===== src/tmc_pkg.sv =====
package tmc_pkg;
	localparam int CNT_W = 10;
	localparam logic [7:0] ADDR_CTRL0 = 8'h00;
	localparam logic [7:0] ADDR_CTRL1 = 8'h04;
	localparam logic [7:0] ADDR_CNT_LO = 8'h08;
	localparam logic [7:0] ADDR_CNT_HI = 8'h0C;
	localparam logic [7:0] ADDR_CMPA_LO = 8'h10;
	localparam logic [7:0] ADDR_CMPA_HI = 8'h14;
	localparam logic [7:0] ADDR_PIN_SEL = 8'h18;
	localparam logic [7:0] ADDR_INT_STAT = 8'h1C;
	localparam logic [7:0] ADDR_INT_MASK = 8'h20;
	// Interrupt bit positions.
	localparam int IRQ_A = 0;
	localparam int IRQ_P = 1;
	// Pin selection bit positions.
	localparam int PIN_CLK = 0;
	localparam int PIN_CAP = 1;
	localparam int PIN_PRI = 2;
	localparam int PIN_INV = 3;
	// Prescaler masks for the divided internal clocks.
	localparam logic [5:0] DIV4_MASK = 6'h03;
	localparam logic [5:0] DIV16_MASK = 6'h0F;
	localparam logic [5:0] DIV64_MASK = 6'h3F;
	localparam logic [9:0] CNT_MAX = 10'h3FF;
	// Clock select codes.
	localparam logic [2:0] CK_SYS4 = 3'h0;
	localparam logic [2:0] CK_SYS = 3'h1;
	localparam logic [2:0] CK_H16 = 3'h2;
	localparam logic [2:0] CK_H64 = 3'h3;
	localparam logic [2:0] CK_TBC0 = 3'h4;
	localparam logic [2:0] CK_TBC1 = 3'h5;
	localparam logic [2:0] CK_PINR = 3'h6;
	localparam logic [2:0] CK_PINF = 3'h7;
	// Operating modes.
	localparam logic [1:0] MODE_CMP = 2'h0;
	localparam logic [1:0] MODE_CAP = 2'h1;
	localparam logic [1:0] MODE_PWM = 2'h2;
	localparam logic [1:0] MODE_TMR = 2'h3;
	// Control register layouts.
	typedef struct packed {
		logic pause;
		logic [2:0] clk_sel;
		logic on;
		logic [2:0] period;
	} tmc_ctrl0_t;
	typedef struct packed {
		logic [1:0] mode;
		logic [1:0] io;
		logic oc;
		logic pol;
		logic dpx;
		logic cclr;
	} tmc_ctrl1_t;
	localparam tmc_ctrl0_t CTRL0_RST = 8'h00;
	localparam tmc_ctrl1_t CTRL1_RST = 8'h00;
endpackage


===== src/tmc_timer.sv =====
`timescale 1ns/1ps
module tmc_timer (
	// Clock and reset.
	input wire logic mclk,
	input wire logic reset,
	// APB slave.
	input wire logic psel,
	input wire logic penable,
	input wire logic pwrite,
	input wire logic [7:0] paddr,
	input wire logic [31:0] pwdata,
	output logic [31:0] prdata,
	output logic pready,
	output logic pslverr,
	// Clock sources from the chip.
	input wire logic time_base_tick,
	// Timer pins.
	input wire logic external_clock_pin,
	input wire logic capture_input_pin,
	output logic primary_output_pin,
	output logic primary_output_oe,
	output logic inverted_output_pin,
	output logic inverted_output_oe,
	// Interrupt.
	output logic irq
);
	import tmc_pkg::*;

	tmc_ctrl0_t ctrl0_q;
	tmc_ctrl1_t ctrl1_q;
	logic [9:0] cnt_q;
	logic [9:0] cmpa_q;
	logic [7:0] hold_q;
	logic [3:0] pin_sel_q;
	logic [1:0] stat_q;
	logic [1:0] mask_q;
	logic [5:0] pre_q;
	logic ck1_q, ck2_q, ck3_q;
	logic cp1_q, cp2_q, cp3_q;
	logic out_q;
	logic [31:0] rd_d;
	logic mapped;
	logic setup, done, wr, rd;
	logic on_rise;
	logic tick;
	logic [9:0] cnt_next;
	logic a_hit, p_hit;
	logic cap_edge;
	logic pwm_active;

	// Period match: a zero field means the full 1024-count overflow.
	function automatic logic period_match(input logic [2:0] per, input logic [9:0] cur);
		period_match = (per == 3'h0) ? (cur == CNT_MAX) : (cur[9:7] == per && cur[6:0] == 7'h7F);
	endfunction

	// Bus phase decode.
	assign setup = psel && !penable;
	assign done = psel && penable && pready;
	assign wr = done && pwrite;
	assign rd = done && !pwrite;
	assign on_rise = wr && paddr == ADDR_CTRL0 && pwdata[3] && !ctrl0_q.on;

	// Address map and read mux.
	always_comb begin
		mapped = 1'b1;
		rd_d = 32'h0000_0000;
		case (paddr)
			ADDR_CTRL0: rd_d[7:0] = ctrl0_q;
			ADDR_CTRL1: rd_d[7:0] = ctrl1_q;
			ADDR_CNT_LO: rd_d[7:0] = hold_q;
			ADDR_CNT_HI: rd_d[1:0] = cnt_q[9:8];
			ADDR_CMPA_LO: rd_d[7:0] = hold_q;
			ADDR_CMPA_HI: rd_d[1:0] = cmpa_q[9:8];
			ADDR_PIN_SEL: rd_d[3:0] = pin_sel_q;
			ADDR_INT_STAT: rd_d[1:0] = stat_q;
			ADDR_INT_MASK: rd_d[1:0] = mask_q;
			default: mapped = 1'b0;
		endcase
	end

	// Answer is prepared in the setup cycle, so the access phase has no wait states.
	always_ff @(posedge mclk or posedge reset) begin
		if (reset) begin
			pready <= 1'b0;
			prdata <= 32'h0000_0000;
			pslverr <= 1'b0;
		end else begin
			pready <= setup;
			prdata <= setup && !pwrite ? rd_d : 32'h0000_0000;
			pslverr <= setup && !mapped;
		end
	end

	// Control and pin selection registers.
	always_ff @(posedge mclk or posedge reset) begin
		if (reset) begin
			ctrl0_q <= CTRL0_RST;
			ctrl1_q <= CTRL1_RST;
			pin_sel_q <= 4'h0;
			mask_q <= 2'h0;
		end else if (wr) begin
			if (paddr == ADDR_CTRL0) ctrl0_q <= pwdata[7:0];
			if (paddr == ADDR_CTRL1) ctrl1_q <= pwdata[7:0];
			if (paddr == ADDR_PIN_SEL) pin_sel_q <= pwdata[3:0];
			if (paddr == ADDR_INT_MASK) mask_q <= pwdata[1:0];
		end
	end

	// Holding buffer shared by all low bytes.
	always_ff @(posedge mclk or posedge reset) begin
		if (reset) begin
			hold_q <= 8'h00;
		end else if (wr && paddr == ADDR_CMPA_LO) begin
			hold_q <= pwdata[7:0];
		end else if (rd && paddr == ADDR_CNT_HI) begin
			hold_q <= cnt_q[7:0];
		end else if (rd && paddr == ADDR_CMPA_HI) begin
			hold_q <= cmpa_q[7:0];
		end
	end

	// Pin synchronisers and edge history; edges are found by comparing the second and third stages.
	always_ff @(posedge mclk or posedge reset) begin
		if (reset) begin
			ck1_q <= 1'b0;
			ck2_q <= 1'b0;
			ck3_q <= 1'b0;
			cp1_q <= 1'b0;
			cp2_q <= 1'b0;
			cp3_q <= 1'b0;
		end else begin
			ck1_q <= external_clock_pin;
			ck2_q <= ck1_q;
			ck3_q <= ck2_q;
			cp1_q <= capture_input_pin;
			cp2_q <= cp1_q;
			cp3_q <= cp2_q;
		end
	end

	// Free running prescaler for the divided internal clocks.
	always_ff @(posedge mclk or posedge reset) begin
		if (reset) pre_q <= 6'h00;
		else pre_q <= pre_q + 6'h01;
	end

	// Clock source selection; the pin is ignored unless chosen and given to the timer.
	always_comb begin
		case (ctrl0_q.clk_sel)
			CK_SYS4: tick = (pre_q & DIV4_MASK) == DIV4_MASK;
			CK_SYS: tick = 1'b1;
			CK_H16: tick = (pre_q & DIV16_MASK) == DIV16_MASK;
			CK_H64: tick = pre_q == DIV64_MASK;
			CK_TBC0, CK_TBC1: tick = time_base_tick;
			CK_PINR: tick = pin_sel_q[PIN_CLK] && ck2_q && !ck3_q;
			CK_PINF: tick = pin_sel_q[PIN_CLK] && !ck2_q && ck3_q;
			default: tick = 1'b0;
		endcase
	end

	// Comparators look at the value the counter holds when the edge arrives.
	assign cnt_next = cnt_q + 10'h001;
	assign a_hit = ctrl0_q.on && !ctrl0_q.pause && tick && cnt_q == cmpa_q;
	assign p_hit = ctrl0_q.on && !ctrl0_q.pause && tick
		&& period_match(ctrl0_q.period, cnt_q);

	// Counter; a selected match clears it in place of the increment.
	always_ff @(posedge mclk or posedge reset) begin
		if (reset) begin
			cnt_q <= 10'h000;
		end else if (on_rise) begin
			cnt_q <= 10'h000;
		end else if ((a_hit && ctrl1_q.cclr) || (p_hit && !ctrl1_q.cclr)) begin
			cnt_q <= 10'h000;
		end else if (ctrl0_q.on && !ctrl0_q.pause && tick) begin
			cnt_q <= cnt_next;
		end
	end

	// Capture edge selection.
	always_comb begin
		case (ctrl1_q.io)
			2'h0: cap_edge = cp2_q && !cp3_q;
			2'h1: cap_edge = !cp2_q && cp3_q;
			2'h2: cap_edge = cp2_q ^ cp3_q;
			default: cap_edge = 1'b0;
		endcase
	end

	// Compare A value: capture has priority over a software write.
	always_ff @(posedge mclk or posedge reset) begin
		if (reset) begin
			cmpa_q <= 10'h000;
		end else if (ctrl0_q.on && ctrl1_q.mode == MODE_CAP && pin_sel_q[PIN_CAP] && cap_edge) begin
			cmpa_q <= cnt_q;
		end else if (wr && paddr == ADDR_CMPA_HI) begin
			cmpa_q <= {pwdata[1:0], hold_q};
		end
	end

	// Sticky status: hardware set wins over a write-one clear.
	always_ff @(posedge mclk or posedge reset) begin
		if (reset) begin
			stat_q <= 2'h0;
		end else begin
			if (wr && paddr == ADDR_INT_STAT) stat_q <= stat_q & ~pwdata[1:0];
			if (a_hit || (ctrl0_q.on && ctrl1_q.mode == MODE_CAP && pin_sel_q[PIN_CAP]
				&& cap_edge)) stat_q[IRQ_A] <= 1'b1;
			if (p_hit) stat_q[IRQ_P] <= 1'b1;
		end
	end

	// Interrupt output is high while an unmasked status bit is set.
	always_ff @(posedge mclk or posedge reset) begin
		if (reset) irq <= 1'b0;
		else irq <= |(stat_q & mask_q);
	end

	// Output state before polarity.
	assign pwm_active = ctrl1_q.dpx ? (cnt_q >= cmpa_q) : (cnt_q < cmpa_q);
	always_ff @(posedge mclk or posedge reset) begin
		if (reset) begin
			out_q <= 1'b0;
		end else if (on_rise) begin
			out_q <= ctrl1_q.oc;
		end else if (ctrl1_q.mode == MODE_CMP && a_hit) begin
			case (ctrl1_q.io)
				2'h1: out_q <= 1'b0;
				2'h2: out_q <= 1'b1;
				2'h3: out_q <= !out_q;
				default: out_q <= out_q;
			endcase
		end else if (ctrl1_q.mode == MODE_PWM && ctrl0_q.on) begin
			case (ctrl1_q.io)
				2'h0: out_q <= !ctrl1_q.oc;
				2'h1: out_q <= ctrl1_q.oc;
				2'h2: out_q <= pwm_active ? ctrl1_q.oc : !ctrl1_q.oc;
				default: out_q <= !ctrl1_q.oc;
			endcase
		end
	end

	// Pin drivers and enables.
	always_ff @(posedge mclk or posedge reset) begin
		if (reset) begin
			primary_output_pin <= 1'b0;
			inverted_output_pin <= 1'b1;
			primary_output_oe <= 1'b0;
			inverted_output_oe <= 1'b0;
		end else begin
			primary_output_pin <= out_q ^ ctrl1_q.pol;
			inverted_output_pin <= !(out_q ^ ctrl1_q.pol);
			primary_output_oe <= pin_sel_q[PIN_PRI];
			inverted_output_oe <= pin_sel_q[PIN_INV];
		end
	end

	a_low_write_buf: assert property (@(posedge mclk) disable iff (reset)
		(wr && paddr == ADDR_CMPA_LO) |=> (hold_q == $past(pwdata[7:0]) && $stable(cmpa_q)))
		else $error("low byte write did not stay in buffer");
	a_high_write_cpy: assert property (@(posedge mclk) disable iff (reset)
		(wr && paddr == ADDR_CMPA_HI && !(ctrl1_q.mode == MODE_CAP))
		|=> cmpa_q == {$past(pwdata[1:0]), $past(hold_q)})
		else $error("high byte write did not copy buffer");
	a_high_read_cpy: assert property (@(posedge mclk) disable iff (reset)
		(rd && paddr == ADDR_CNT_HI) |=> hold_q == $past(cnt_q[7:0]))
		else $error("counter high read did not latch low byte");
	a_low_read_buf: assert property (@(posedge mclk) disable iff (reset)
		(setup && !pwrite && paddr == ADDR_CMPA_LO) |=> prdata[7:0] == $past(hold_q))
		else $error("low byte read did not return buffer");
	a_on_clears: assert property (@(posedge mclk) disable iff (reset)
		on_rise |=> cnt_q == 10'h000)
		else $error("counter not cleared on enable");
	a_count_step: assert property (@(posedge mclk) disable iff (reset)
		(ctrl0_q.on && !ctrl0_q.pause && tick && !on_rise && !a_hit && !p_hit)
		|=> cnt_q == $past(cnt_next))
		else $error("counter did not step");
	a_hold_still: assert property (@(posedge mclk) disable iff (reset)
		(!tick && !on_rise) |=> $stable(cnt_q))
		else $error("counter moved without a tick");
	a_match_flag: assert property (@(posedge mclk) disable iff (reset)
		p_hit |=> stat_q[IRQ_P] ##1 (irq || !mask_q[IRQ_P]))
		else $error("period match not flagged");
	a_pin_gate: assert property (@(posedge mclk) disable iff (reset)
		(ctrl0_q.clk_sel[2:1] == 2'h3 && !pin_sel_q[PIN_CLK]) |-> !tick)
		else $error("pin clock leaked while not selected");
	a_cmp_toggle: assert property (@(posedge mclk) disable iff (reset)
		(ctrl1_q.mode == MODE_CMP && ctrl1_q.io == 2'h3 && a_hit && !on_rise)
		|=> out_q != $past(out_q) ##1 primary_output_pin == (out_q ^ ctrl1_q.pol))
		else $error("toggle on match failed");
	c_a_match: cover property (@(posedge mclk) disable iff (reset) a_hit);
	c_p_wrap: cover property (@(posedge mclk) disable iff (reset) p_hit && !ctrl1_q.cclr);
	c_capture: cover property (@(posedge mclk) disable iff (reset)
		ctrl1_q.mode == MODE_CAP && cap_edge && pin_sel_q[PIN_CAP]);
	c_irq: cover property (@(posedge mclk) disable iff (reset) $rose(irq));
endmodule


===== config.mk =====
export PLATFORM = sky130hd
export DESIGN_NAME = tmc_timer
export DESIGN_NICKNAME = d
export VERILOG_FILES = /design/src/tmc_pkg.sv /design/src/tmc_timer.sv
export SDC_FILE = /design/constraint.sdc
export NUM_CORES = 1
export LEC_CHECK = 0
export ABC_AREA = 1
export BUFFER_PORTS_ARGS = -buffer_cell sky130_fd_sc_hd__buf_2
export CAP_MARGIN = 20
export CORE_UTILIZATION = 55
export CTS_BUF_LIST = sky130_fd_sc_hd__clkbuf_2
export CTS_CLUSTER_SIZE = 16
export DETAILED_ROUTE_END_ITERATION = 12
export HOLD_SLACK_MARGIN = 0.1
export PLACE_DENSITY = 0.79
export SLEW_MARGIN = 20
export SYNTH_ARGS = -nofsm -noshare
export SYNTH_HDL_FRONTEND = slang
export SYNTH_SLANG_ARGS = --single-unit

===== constraint.sdc =====
create_clock -name mclk -period 4.3 [get_ports mclk]
set_clock_uncertainty 0.1 [all_clocks]
set_input_delay 0.43 -clock mclk [delete_from_list [all_inputs] [get_ports mclk]]
set_output_delay 0.43 -clock mclk [all_outputs]
set_load 0.01 [all_outputs]

=== After elaboration in Yosys (flattened, before gate mapping) ===
Index checks and enable logic that the tools add are counted.

* Bits in registers: 80
* Input port bits: 48
* Output and inout port bits: 39

* $add $sub $neg: 2
* Magnitude comparators: 2
* Equality and inequality tests: 28
* Multiplexer cells: 26
* Bitwise logic cells: 5
* Reduce and logical (&&, ||, !) cells: 68

{| class="wikitable"
|+ Operator list
! cell !! number
|-
| $mux W10 || 5
|-
| $logic_and A1 B1 Y1 || 33
|-
| $eq A8 B5 Y1 const B || 4
|-
| $mux W8 || 4
|-
| $eq A8 B4 Y1 const B || 2
|-
| $pmux W2 S8 || 1
|-
| $logic_not A1 Y1 || 13
|-
| $eq A3 B3 Y1 const B || 4
|-
| $pmux W4 S3 || 1
|-
| $add A10 B1 Y10 const B || 1
|-
| $eq A10 B10 Y1 || 1
|-
| $eq A10 B10 Y1 const B || 1
|-
| $ge A10 B10 Y1 || 1
|-
| $lt A10 B10 Y1 || 1
|-
| $reduce_and A2 Y1 || 5
|-
| $mux W1 || 9
|-
| $reduce_bool A3 Y1 || 3
|-
| $reduce_or A9 Y1 || 1
|-
| $eq A2 B2 Y1 const B || 4
|-
| $eq A8 B3 Y1 const B || 1
|-
| $eq A8 B6 Y1 const B || 1
|-
| $logic_not A8 Y1 || 1
|-
| $pmux W2 S4 || 1
|-
| $eq A7 B7 Y1 const B || 1
|-
| 20 further kinds || 32
|}

=== Depth between registers and ports, before layout ===
Gate-level depths: netlist of run 1.

* Depth after elaboration: 10
* Depth in mapped cells: 15
* Gate-level depth less buffers: 15

=== Least setup slack after synthesis of run 1 ===
No wires, ideal clock.

* Path type: register to register
* Start point: register cnt_q[9]
* End point: register out_q
* Arrival time: 1.596 ns
* Data required time: 4.079 ns
* Path slack: 2.483 ns
* Stages on the path, launching flop included: 13
* Path buffers: 0
* Path through: dfrtp_1 > ha_1 > nand2_1 > nor2_1 > nand3_1 > nand2_1 > nand3_1 > nand2_1 > nand2_1 > nand3_1 > nand2_1 > nand2_1 > a21oi_1

* Word-level cells in the longest chain between the ends: 7
* Elaborated cells between the ends (all ways): 14
* Those cells by class: order compare: 2; eq/ne: 2; mux: 6; reduce/logical: 4

{| class="wikitable"
|+ RTL lines
! what !! line !! text
|-
| from (decl) || tmc_timer.sv:31 || <nowiki>logic [9:0] cnt_q;</nowiki>
|-
| from (signal assigned) || tmc_timer.sv:176 || <nowiki>cnt_q <= cnt_next;</nowiki>
|-
| $lt A10 B10 Y1 or $ge A10 B10 Y1 (tied branches) || tmc_timer.sv:220 || <nowiki>assign pwm_active = ctrl1_q.dpx ? (cnt_q >= cmpa_q) : (cnt_q < cmpa_q);</nowiki>
|-
| $mux W1 || tmc_timer.sv:220 ||
|-
| $mux W1 || tmc_timer.sv:237 || <nowiki>2'h2: out_q <= pwm_active ? ctrl1_q.oc : !ctrl1_q.oc;</nowiki>
|-
| $pmux W1 S2 || tmc_timer.sv:234 || <nowiki>case (ctrl1_q.io)</nowiki>
|-
| $mux W1 || tmc_timer.sv:233 || <nowiki>end else if (ctrl1_q.mode == MODE_PWM && ctrl0_q.on) begin</nowiki>
|-
| $mux W1 || tmc_timer.sv:226 || <nowiki>end else if (ctrl1_q.mode == MODE_CMP && a_hit) begin</nowiki>
|-
| $mux W1 || tmc_timer.sv:224 || <nowiki>end else if (on_rise) begin</nowiki>
|-
| to (signal assigned) || tmc_timer.sv:225 || <nowiki>out_q <= ctrl1_q.oc;</nowiki>
|-
| to (signal assigned) || tmc_timer.sv:235 || <nowiki>2'h0: out_q <= !ctrl1_q.oc;</nowiki>
|-
| to (signal assigned) || tmc_timer.sv:236 || <nowiki>2'h1: out_q <= ctrl1_q.oc;</nowiki>
|-
| to (decl) || tmc_timer.sv:40 || <nowiki>logic out_q;</nowiki>
|}

Several ways; a longest one is shown, not always the timed one. The select of a mux whose other input is x is not followed.
A chain may end at the register's enable or synchronous reset.

=== Worst setup path after layout of run 1 ===
* Start point: input port penable
* End point: register cnt_q[2]

* Word-level cells in the longest chain between the ends: 7
* Elaborated cells between the ends (all ways): 8
* Those cells by class: mux: 1; reduce/logical: 7

{| class="wikitable"
|+ RTL lines
! what !! line !! text
|-
| from (decl) || tmc_timer.sv:8 || <nowiki>input wire logic penable,</nowiki>
|-
| $logic_and A1 B1 Y1 * (2 in a row) || tmc_timer.sv:58 || <nowiki>assign done = psel && penable && pready;</nowiki>
|-
| $logic_and A1 B1 Y1 * || tmc_timer.sv:59 || <nowiki>assign wr = done && pwrite;</nowiki>
|-
| $logic_and A1 B1 Y1 * (3 in a row) || tmc_timer.sv:61 || <nowiki>assign on_rise = wr && paddr == ADDR_CTRL0 && pwdata[3] && !ctrl0_q.on;</nowiki>
|-
| $reduce_bool A3 Y1 (no source line) or $mux W10 (tied branches) || -- ||
|}

Mark *: on every way between the ends. The rest lies on a longest branch, timed or not.

==> impl_metrics.toml, run 1 <==
[status]
status = "finished clean"

[sta]
period_needed_ns = 2.34
setup_viol = 0
fmax_mhz = 428
period_share_pct = 54.3
finalHoldViolCount = 0
relSlewSlack_pct = 37.6
rsz0062_at_grt = "false"
timing.setup.tns_ns = 0
drv_slew = 0
whs_ns = 0.160
tightest_slew_ns = 0.935

[final_layout]
most-common-layout-cells = "138 x nand2_1, 79 x inv_1, 79 x dfrtp_1, 52 x o21ai_0, 38 x buf_2"
drive_gt1_share_pct = 14.2
n_antenna_cell = 0
syn2layout_area_growth_pct = 9.76
fill_cells = 727
multi_input_area_um2 = 2070
nets = 680
finalInstanceArea_um2 = 4950
final_cells = 721
seq_area_um2 = 2000
final_common_cell = "nand2_1"

[floorplanning]
ios = 87
fp.dieW_um = 92.6
core_um2 = 7850
fp.dieArea_um2 = 8570
initial_utilization_pct = 57.5
die_h_um = 92.6
rows = 32

[global_route]
grt_overflow_total = 0
grt_first_pass_wirelength_mm = 18.0
grt_pass1_vias = 3634
grt_max_degree = 54
antenna_found_initial = 0
gr-usage-all-layers_pct = 27.4

[power]
ir_worst_vdd_uv = 257
p_per_area_nw_per_um2 = 325
leakage_nw = 2.63

[place]
placed_area_um2 = 4720
io_buffers = 38
place.gp.congestion = 0.991
place_inst = 693
dp_hpwl_mm = 8.20

[route]
wl_per_cell_um = 15.2
route.antenna.remaining_nets = 0
drt_iter0_drc = 308
vias = 3926
routed_wl_mm = 10.9
firstDrtPassIters = 4
via_per_inst = 5.45
drc_errors = 0

[clock_tree]
ctsRootBufferMaster = "clkbuf_2"
tritoncts = "yes"
clk_latency_ns = 0.54
cts.clk_slew.worst_paths_ns = 0.22
cts-resized-gates = 0
clockBufferDepth = 2
numCtsBuffers = 9
htree_levels = 3
clock-sinks = 80

[critical_path]
slowest_delay_ns = 0.52
path_buf_inv = 3
path_max_fanout = 11
crit_required_ns = 4.62
crit_chain = "dlygate4sd3_1 > buf_2 > nand3_1 > nor2_2 > inv_2 > nor2_2 > nand3_1 > nand2_1 > o22ai_1"
critPathArrivalTime_ns = 2.65
crit_family = "simple AND/OR/NAND/NOR gates"
worst-setup-path-type = "in -> reg"
slowest_stage = "dlygate4sd3_1"
cp-start-kind = "input port"
critPathCaptureType = "flip-flop"

[logic_synthesis]
ys_types = 45
synth_top_area_cell = "dfrtp_1"
syn_inst = 557
synth_area_leaders = "dfrtp_1 44%, nand2_1 11%, inv_1 6.7%"
synth_edf_count = 0
avgSynthCellArea_um2 = 8.10
ys_seq_elements = 80
synthesis.area_um2 = 4510
yosysSeqAreaShare_pct = 44.4
synth-main-ff-cell = "dfrtp_1"
synth_top_area_share_pct = 43.8
ys_warn_count = 0
async_flop_share_pct = 100

[hold_path]
hold_class = "in -> reg"

[run]
maxCapViolations = 0
==> path summary, 6_finish.rpt <==
kind                                               to                    from  slack (ns)  cells after the start
min in group asynchronous          pre_q[1]$_DFF_PP0_                   reset        0.47                      3
worst max register to register  cmpa_q[3]$_DFFE_PP0P_  ctrl1_q[4]$_DFFE_PP0P_        1.98                      8
max in group asynchronous       hold_q[5]$_DFFE_PP0P_                   reset        2.69                      4
worst max-delay path             cnt_q[2]$_DFFE_PP0P_                 penable        1.96                      9
worst min-delay path                pslverr$_DFF_PP0_                    psel        0.16                      4
worst min register to register        ck2_q$_DFF_PP0_         ck1_q$_DFF_PP0_        0.28                      0
==> logic make-up after synthesis <==
kind of cell               share of synthesized area (%)
and+or+nand+nor                                     22.6
buffers and inverters                               11.7
AOI/OAI and AO/OA                                   13.9
DFF                                                 44.4
adders and majority gates                           4.99
xor gates and xnor gates                            2.33
other                                             0.0831
==> through the flow <==
stage                     utilization [%]  worst slack, ns  power, W
after floorplan                         -             1.72   0.00112
after global placement               60.1             1.91   0.00118
after detailed placement             60.1             1.85   0.00120
after CTS                            63.1             2.00   0.00161
after global routing                 63.1             1.77   0.00170
final                                63.1             1.96   0.00161
==> worst reg2reg max path, stage by stage, from the launching register on <==
cell and delay, ns:
dfrtp_1 0.51, inv_1 0.10, ha_1 0.22, inv_1 0.07, o211ai_1 0.09, nand2_1 0.20, clkinv_1 0.45, o21ai_0 0.33
o21ai_0 0.11
==> what timing repair did <==
action,CTS,global route
endpoints found under the hold margin,69,0
buffers inserted,0,0
hold buffers,12,0
==> layer usage <==
metal  vias to the layer above  routed length, µm  GRT usage, %
met5                         -                  0             0
met3                        18                667          3.86
li1                       1887                  -             -
met1                      1852               4980          37.6
met4                         0                214          11.2
met2                       169               5090          43.8
==> power breakdown <==
| part | internal [W] | total (W) | switching, W |
|---|---|---|---|
| Combinational | 0.000135 | 0.000357 | 0.000221 |
| Sequential | 0.000791 | 0.000846 | 0.0000550 |
| Clock | 0.000136 | 0.000408 | 0.000273 |
| Total | 0.00106 | 0.00161 | 0.000549 |
==> flip-flops by register name, indices dropped and copies added (netlist names), 4 cells and up <==
signal,cells
hold_q,8
prdata,8
pin_sel_q,4
ctrl0_q,8
pre_q,6
ctrl1_q,8
cnt_q,10
cmpa_q,10
==> synthesized netlist by cell type, drive strengths merged (2+ instances only) <==
library cell / number
a22oi: 5
dfrtp: 79
nor3: 9
o2111ai: 3
buf: 28
xnor2: 3
o211ai: 2
nand2: 146
nand3: 25
xor2: 9
ha: 18
o21ai: 54
inv: 84
nor4: 2
nand4: 6
nor2: 38
a21oi: 16
a31oi: 2
o22ai: 10
o221ai: 7
==> area by class of cell <==
cell class	count	area share (%)
Tap cell	102	2.58
Clock buffer	9	0.910
Inverter	85	6.47
Timing Repair Buffer	51	6.42
Multi-Input combinational cell	387	41.7
Sequential cell	80	40.4
Clock inverter	7	1.44
Power figures use the tool's default switching activity.
==> run 2, diff against run 1 <==
ABC_AREA = 0   (was 1)
PLACE_DENSITY = 0.8   (was 0.79)
clock period = 2.3 ns   (was 4.3 ns; I/O delays follow)
==> run 2 against run 1 <==
The run now ends with setup timing left; area after synthesis fell by 1.7%; clock-buffer cell count did not move; synthesized cell count shrank 21%; non-clock buffer count up 62; combinational power decreased by 50%.
==> impl_metrics.toml, run 2 <==
[status]
status = "finished with violations"
violations = "setup timing"

[final_layout]
nets = 612
drive_gt1_share_pct = 29.0
n_antenna_cell = 0
largest_registers = "cmpa_q x10, cnt_q x10"
most-common-layout-cells = "79 x dfrtp_1, 45 x nand2_1, 43 x buf_4, 38 x buf_2, 26 x dlygate4sd3_1"
final_common_cell = "dfrtp_1"
final_cells = 653
syn2layout_area_growth_pct = 25.4
fin_util_pct = 71.6
finalInstanceArea_um2 = 5560

[global_route]
grt_first_pass_wirelength_mm = 17.8
grt_max_degree = 48
gr-usage-all-layers_pct = 27.4
antenna_found_initial = 0
grt_overflow_total = 0
grt_pass1_vias = 3728

[clock_tree]
clockBufferDepth = 2
htree_levels = 3
clock-sinks = 80
numCtsBuffers = 9
ctsRootBufferMaster = "clkbuf_2"
tritoncts = "yes"
cts.clk_slew.worst_paths_ns = 0.23
clk_latency_ns = 0.55

[run]
maxCapViolations = 0

[sta]
relSlewSlack_pct = 58.3
tightest_slew_ns = 0.622
period_share_pct = 102
setup_slack_ns = -0.0508
rsz0062_at_grt = "true"
finalHoldViolCount = 0
timing.setup.tns_ns = -0.0508
setup_viol = 1
drv_slew = 0
fmax_mhz = 425
whs_ns = 0.140
period_needed_ns = 2.35

[critical_path]
ff2ff_path_depth = 9
r2r_end = "out_q$_DFFE_PP0P_"
critPathArrivalTime_ns = 2.72
reg2reg_from = "cmpa_q[1]$_DFFE_PP0P_"
slowest_stage = "dfrtp_1"
slowest_delay_ns = 0.43
crit_start = "cmpa_q[1]$_DFFE_PP0P_"
critPathCaptureType = "flip-flop"
rrSetupSlack_ns = -0.05
critPathCapture = "out_q$_DFFE_PP0P_"
path_max_fanout = 3
crit_required_ns = 2.67
cp-start-kind = "flip-flop"
worst-setup-path-type = "reg -> reg"
crit_chain = "inv_1 > ha_1 > nand2_1 > o31ai_4 > xor2_1 > mux2i_1 > a221oi_2 > o21ai_1 > mux2_4"

[route]
firstDrtPassIters = 6
wl_per_cell_um = 17.5
drc_errors = 0
routed_wl_mm = 11.4
via_per_inst = 5.80
drt_iter0_drc = 335
vias = 3789
route.antenna.remaining_nets = 0

[place]
io_buffers = 38
place_inst = 602
placed_area_um2 = 4890
dp_hpwl_mm = 7.73
place.gp.congestion = 0.934

[logic_synthesis]
yosysSeqAreaShare_pct = 45.2
synthesis.area_um2 = 4430
ys_warn_count = 0
synth_edf_count = 0
avgSynthCellArea_um2 = 10.1
synth_top_area_cell = "dfrtp_1"
synth-main-ff-cell = "dfrtp_1"
ys_types = 60
post-synth-top-count-cell = "dfrtp_1"
synth_area_leaders = "dfrtp_1 45%, mux2_2 6.1%, ha_1 5.1%"
ys_seq_elements = 80
synth_top_area_share_pct = 44.6
async_flop_share_pct = 100
syn_inst = 439
synthTopCellsByCount = "79 x dfrtp_1, 46 x nand2_1, 26 x o21ai_0"

[floorplanning]
initial_utilization_pct = 57.1
ios = 87
rows = 32
fp.dieW_um = 91.8
fp.dieArea_um2 = 8420
core_um2 = 7770
die_h_um = 91.8

[power]
ir_worst_vdd_uv = 358
p_per_area_nw_per_um2 = 432
leakage_nw = 2.85

[hold_path]
hold_class = "in -> reg"
hold_depth = 5
run 2: kinds of logic (layout without fill, tap and decap cells):
family                   Yosys count  in the layout  share of synthesized area [%]
AND/OR/NAND/NOR                  136            136                           16.8
flip-flops                        80             80                           45.2
AO/OA/AOI/OAI                     89             89                           13.4
adder cells (fa/ha/maj)           18             18                           5.08
multiplexers                      40             40                           9.71
other                              1             24                         0.0846
buffers and inverters             65            154                           7.82
XOR/XNOR                          10             10                           1.98
run 2: critical path: cells and delay by family (launching register included):
family                   cells  cell delay [ns]
AO/OA/AOI/OAI                3             0.67
XOR/XNOR                     1             0.16
buffers and inverters        1             0.06
multiplexers                 2             0.36
adder cells (fa/ha/maj)      1             0.30
AND/OR/NAND/NOR              1             0.19
flip-flops                   1             0.43
run 2: worst min path at each step:
stage / startpoint / end
6_report: paddr[3] / prdata[7]$_DFF_PP0_
5_1_grt: paddr[3] / prdata[7]$_DFF_PP0_
4_1_cts: paddr[3] / prdata[7]$_DFF_PP0_
3_5_place_dp: cp1_q$_DFF_PP0_ / cp2_q$_DFF_PP0_
3_3_place_gp: ck1_q$_DFF_PP0_ / ck2_q$_DFF_PP0_
2_1_floorplan: external_clock_pin / ck1_q$_DFF_PP0_
run 2: report_power, final:
group,total [W],switching (W),internal (W)
sequential,0.00143,0.0000114,0.00142
combinational,0.000177,0.000108,0.0000690
clock,0.000792,0.000528,0.000264
total,0.00240,0.000647,0.00176
run 2: layer usage:
| layer | track usage [%] | routed length [µm] |
|---|---|---|
| met1 | 34.4 | 4720 |
| met5 | 0 | 0 |
| met3 | 5.64 | 675 |
| met2 | 45.8 | 5630 |
| met4 | 12.0 | 388 |
run 2: area by class of cell:
class                      count  area (µm²)
fill                         550        2210
clock inverter                 7        77.6
inverter                      25        97.6
sequential                    80        2000
clock buffer                   9        45.0
multi-input combinational    317        2370
tap                          102         128
timing repair buffer         113         841
run 2: per-stage QoR:
stage / setup WS (ns) / power (W)
after floorplan: 0.0129 / 0.00157
after global placement: -0.212 / 0.00159
after detailed placement: -0.215 / 0.00160
after CTS: -0.0244 / 0.00241
after global routing: -0.0814 / 0.00249
final: -0.0508 / 0.00240
run 2: repair_timing:
action                                 4_1_cts  5_1_grt
setup endpoints to repair                    7       13
setup buffers                                4        5
gates cloned                                 0        1
resized for setup                           17       29
pin swaps                                    9       11
hold buffers                                27        0
endpoints found under the hold margin      126        0
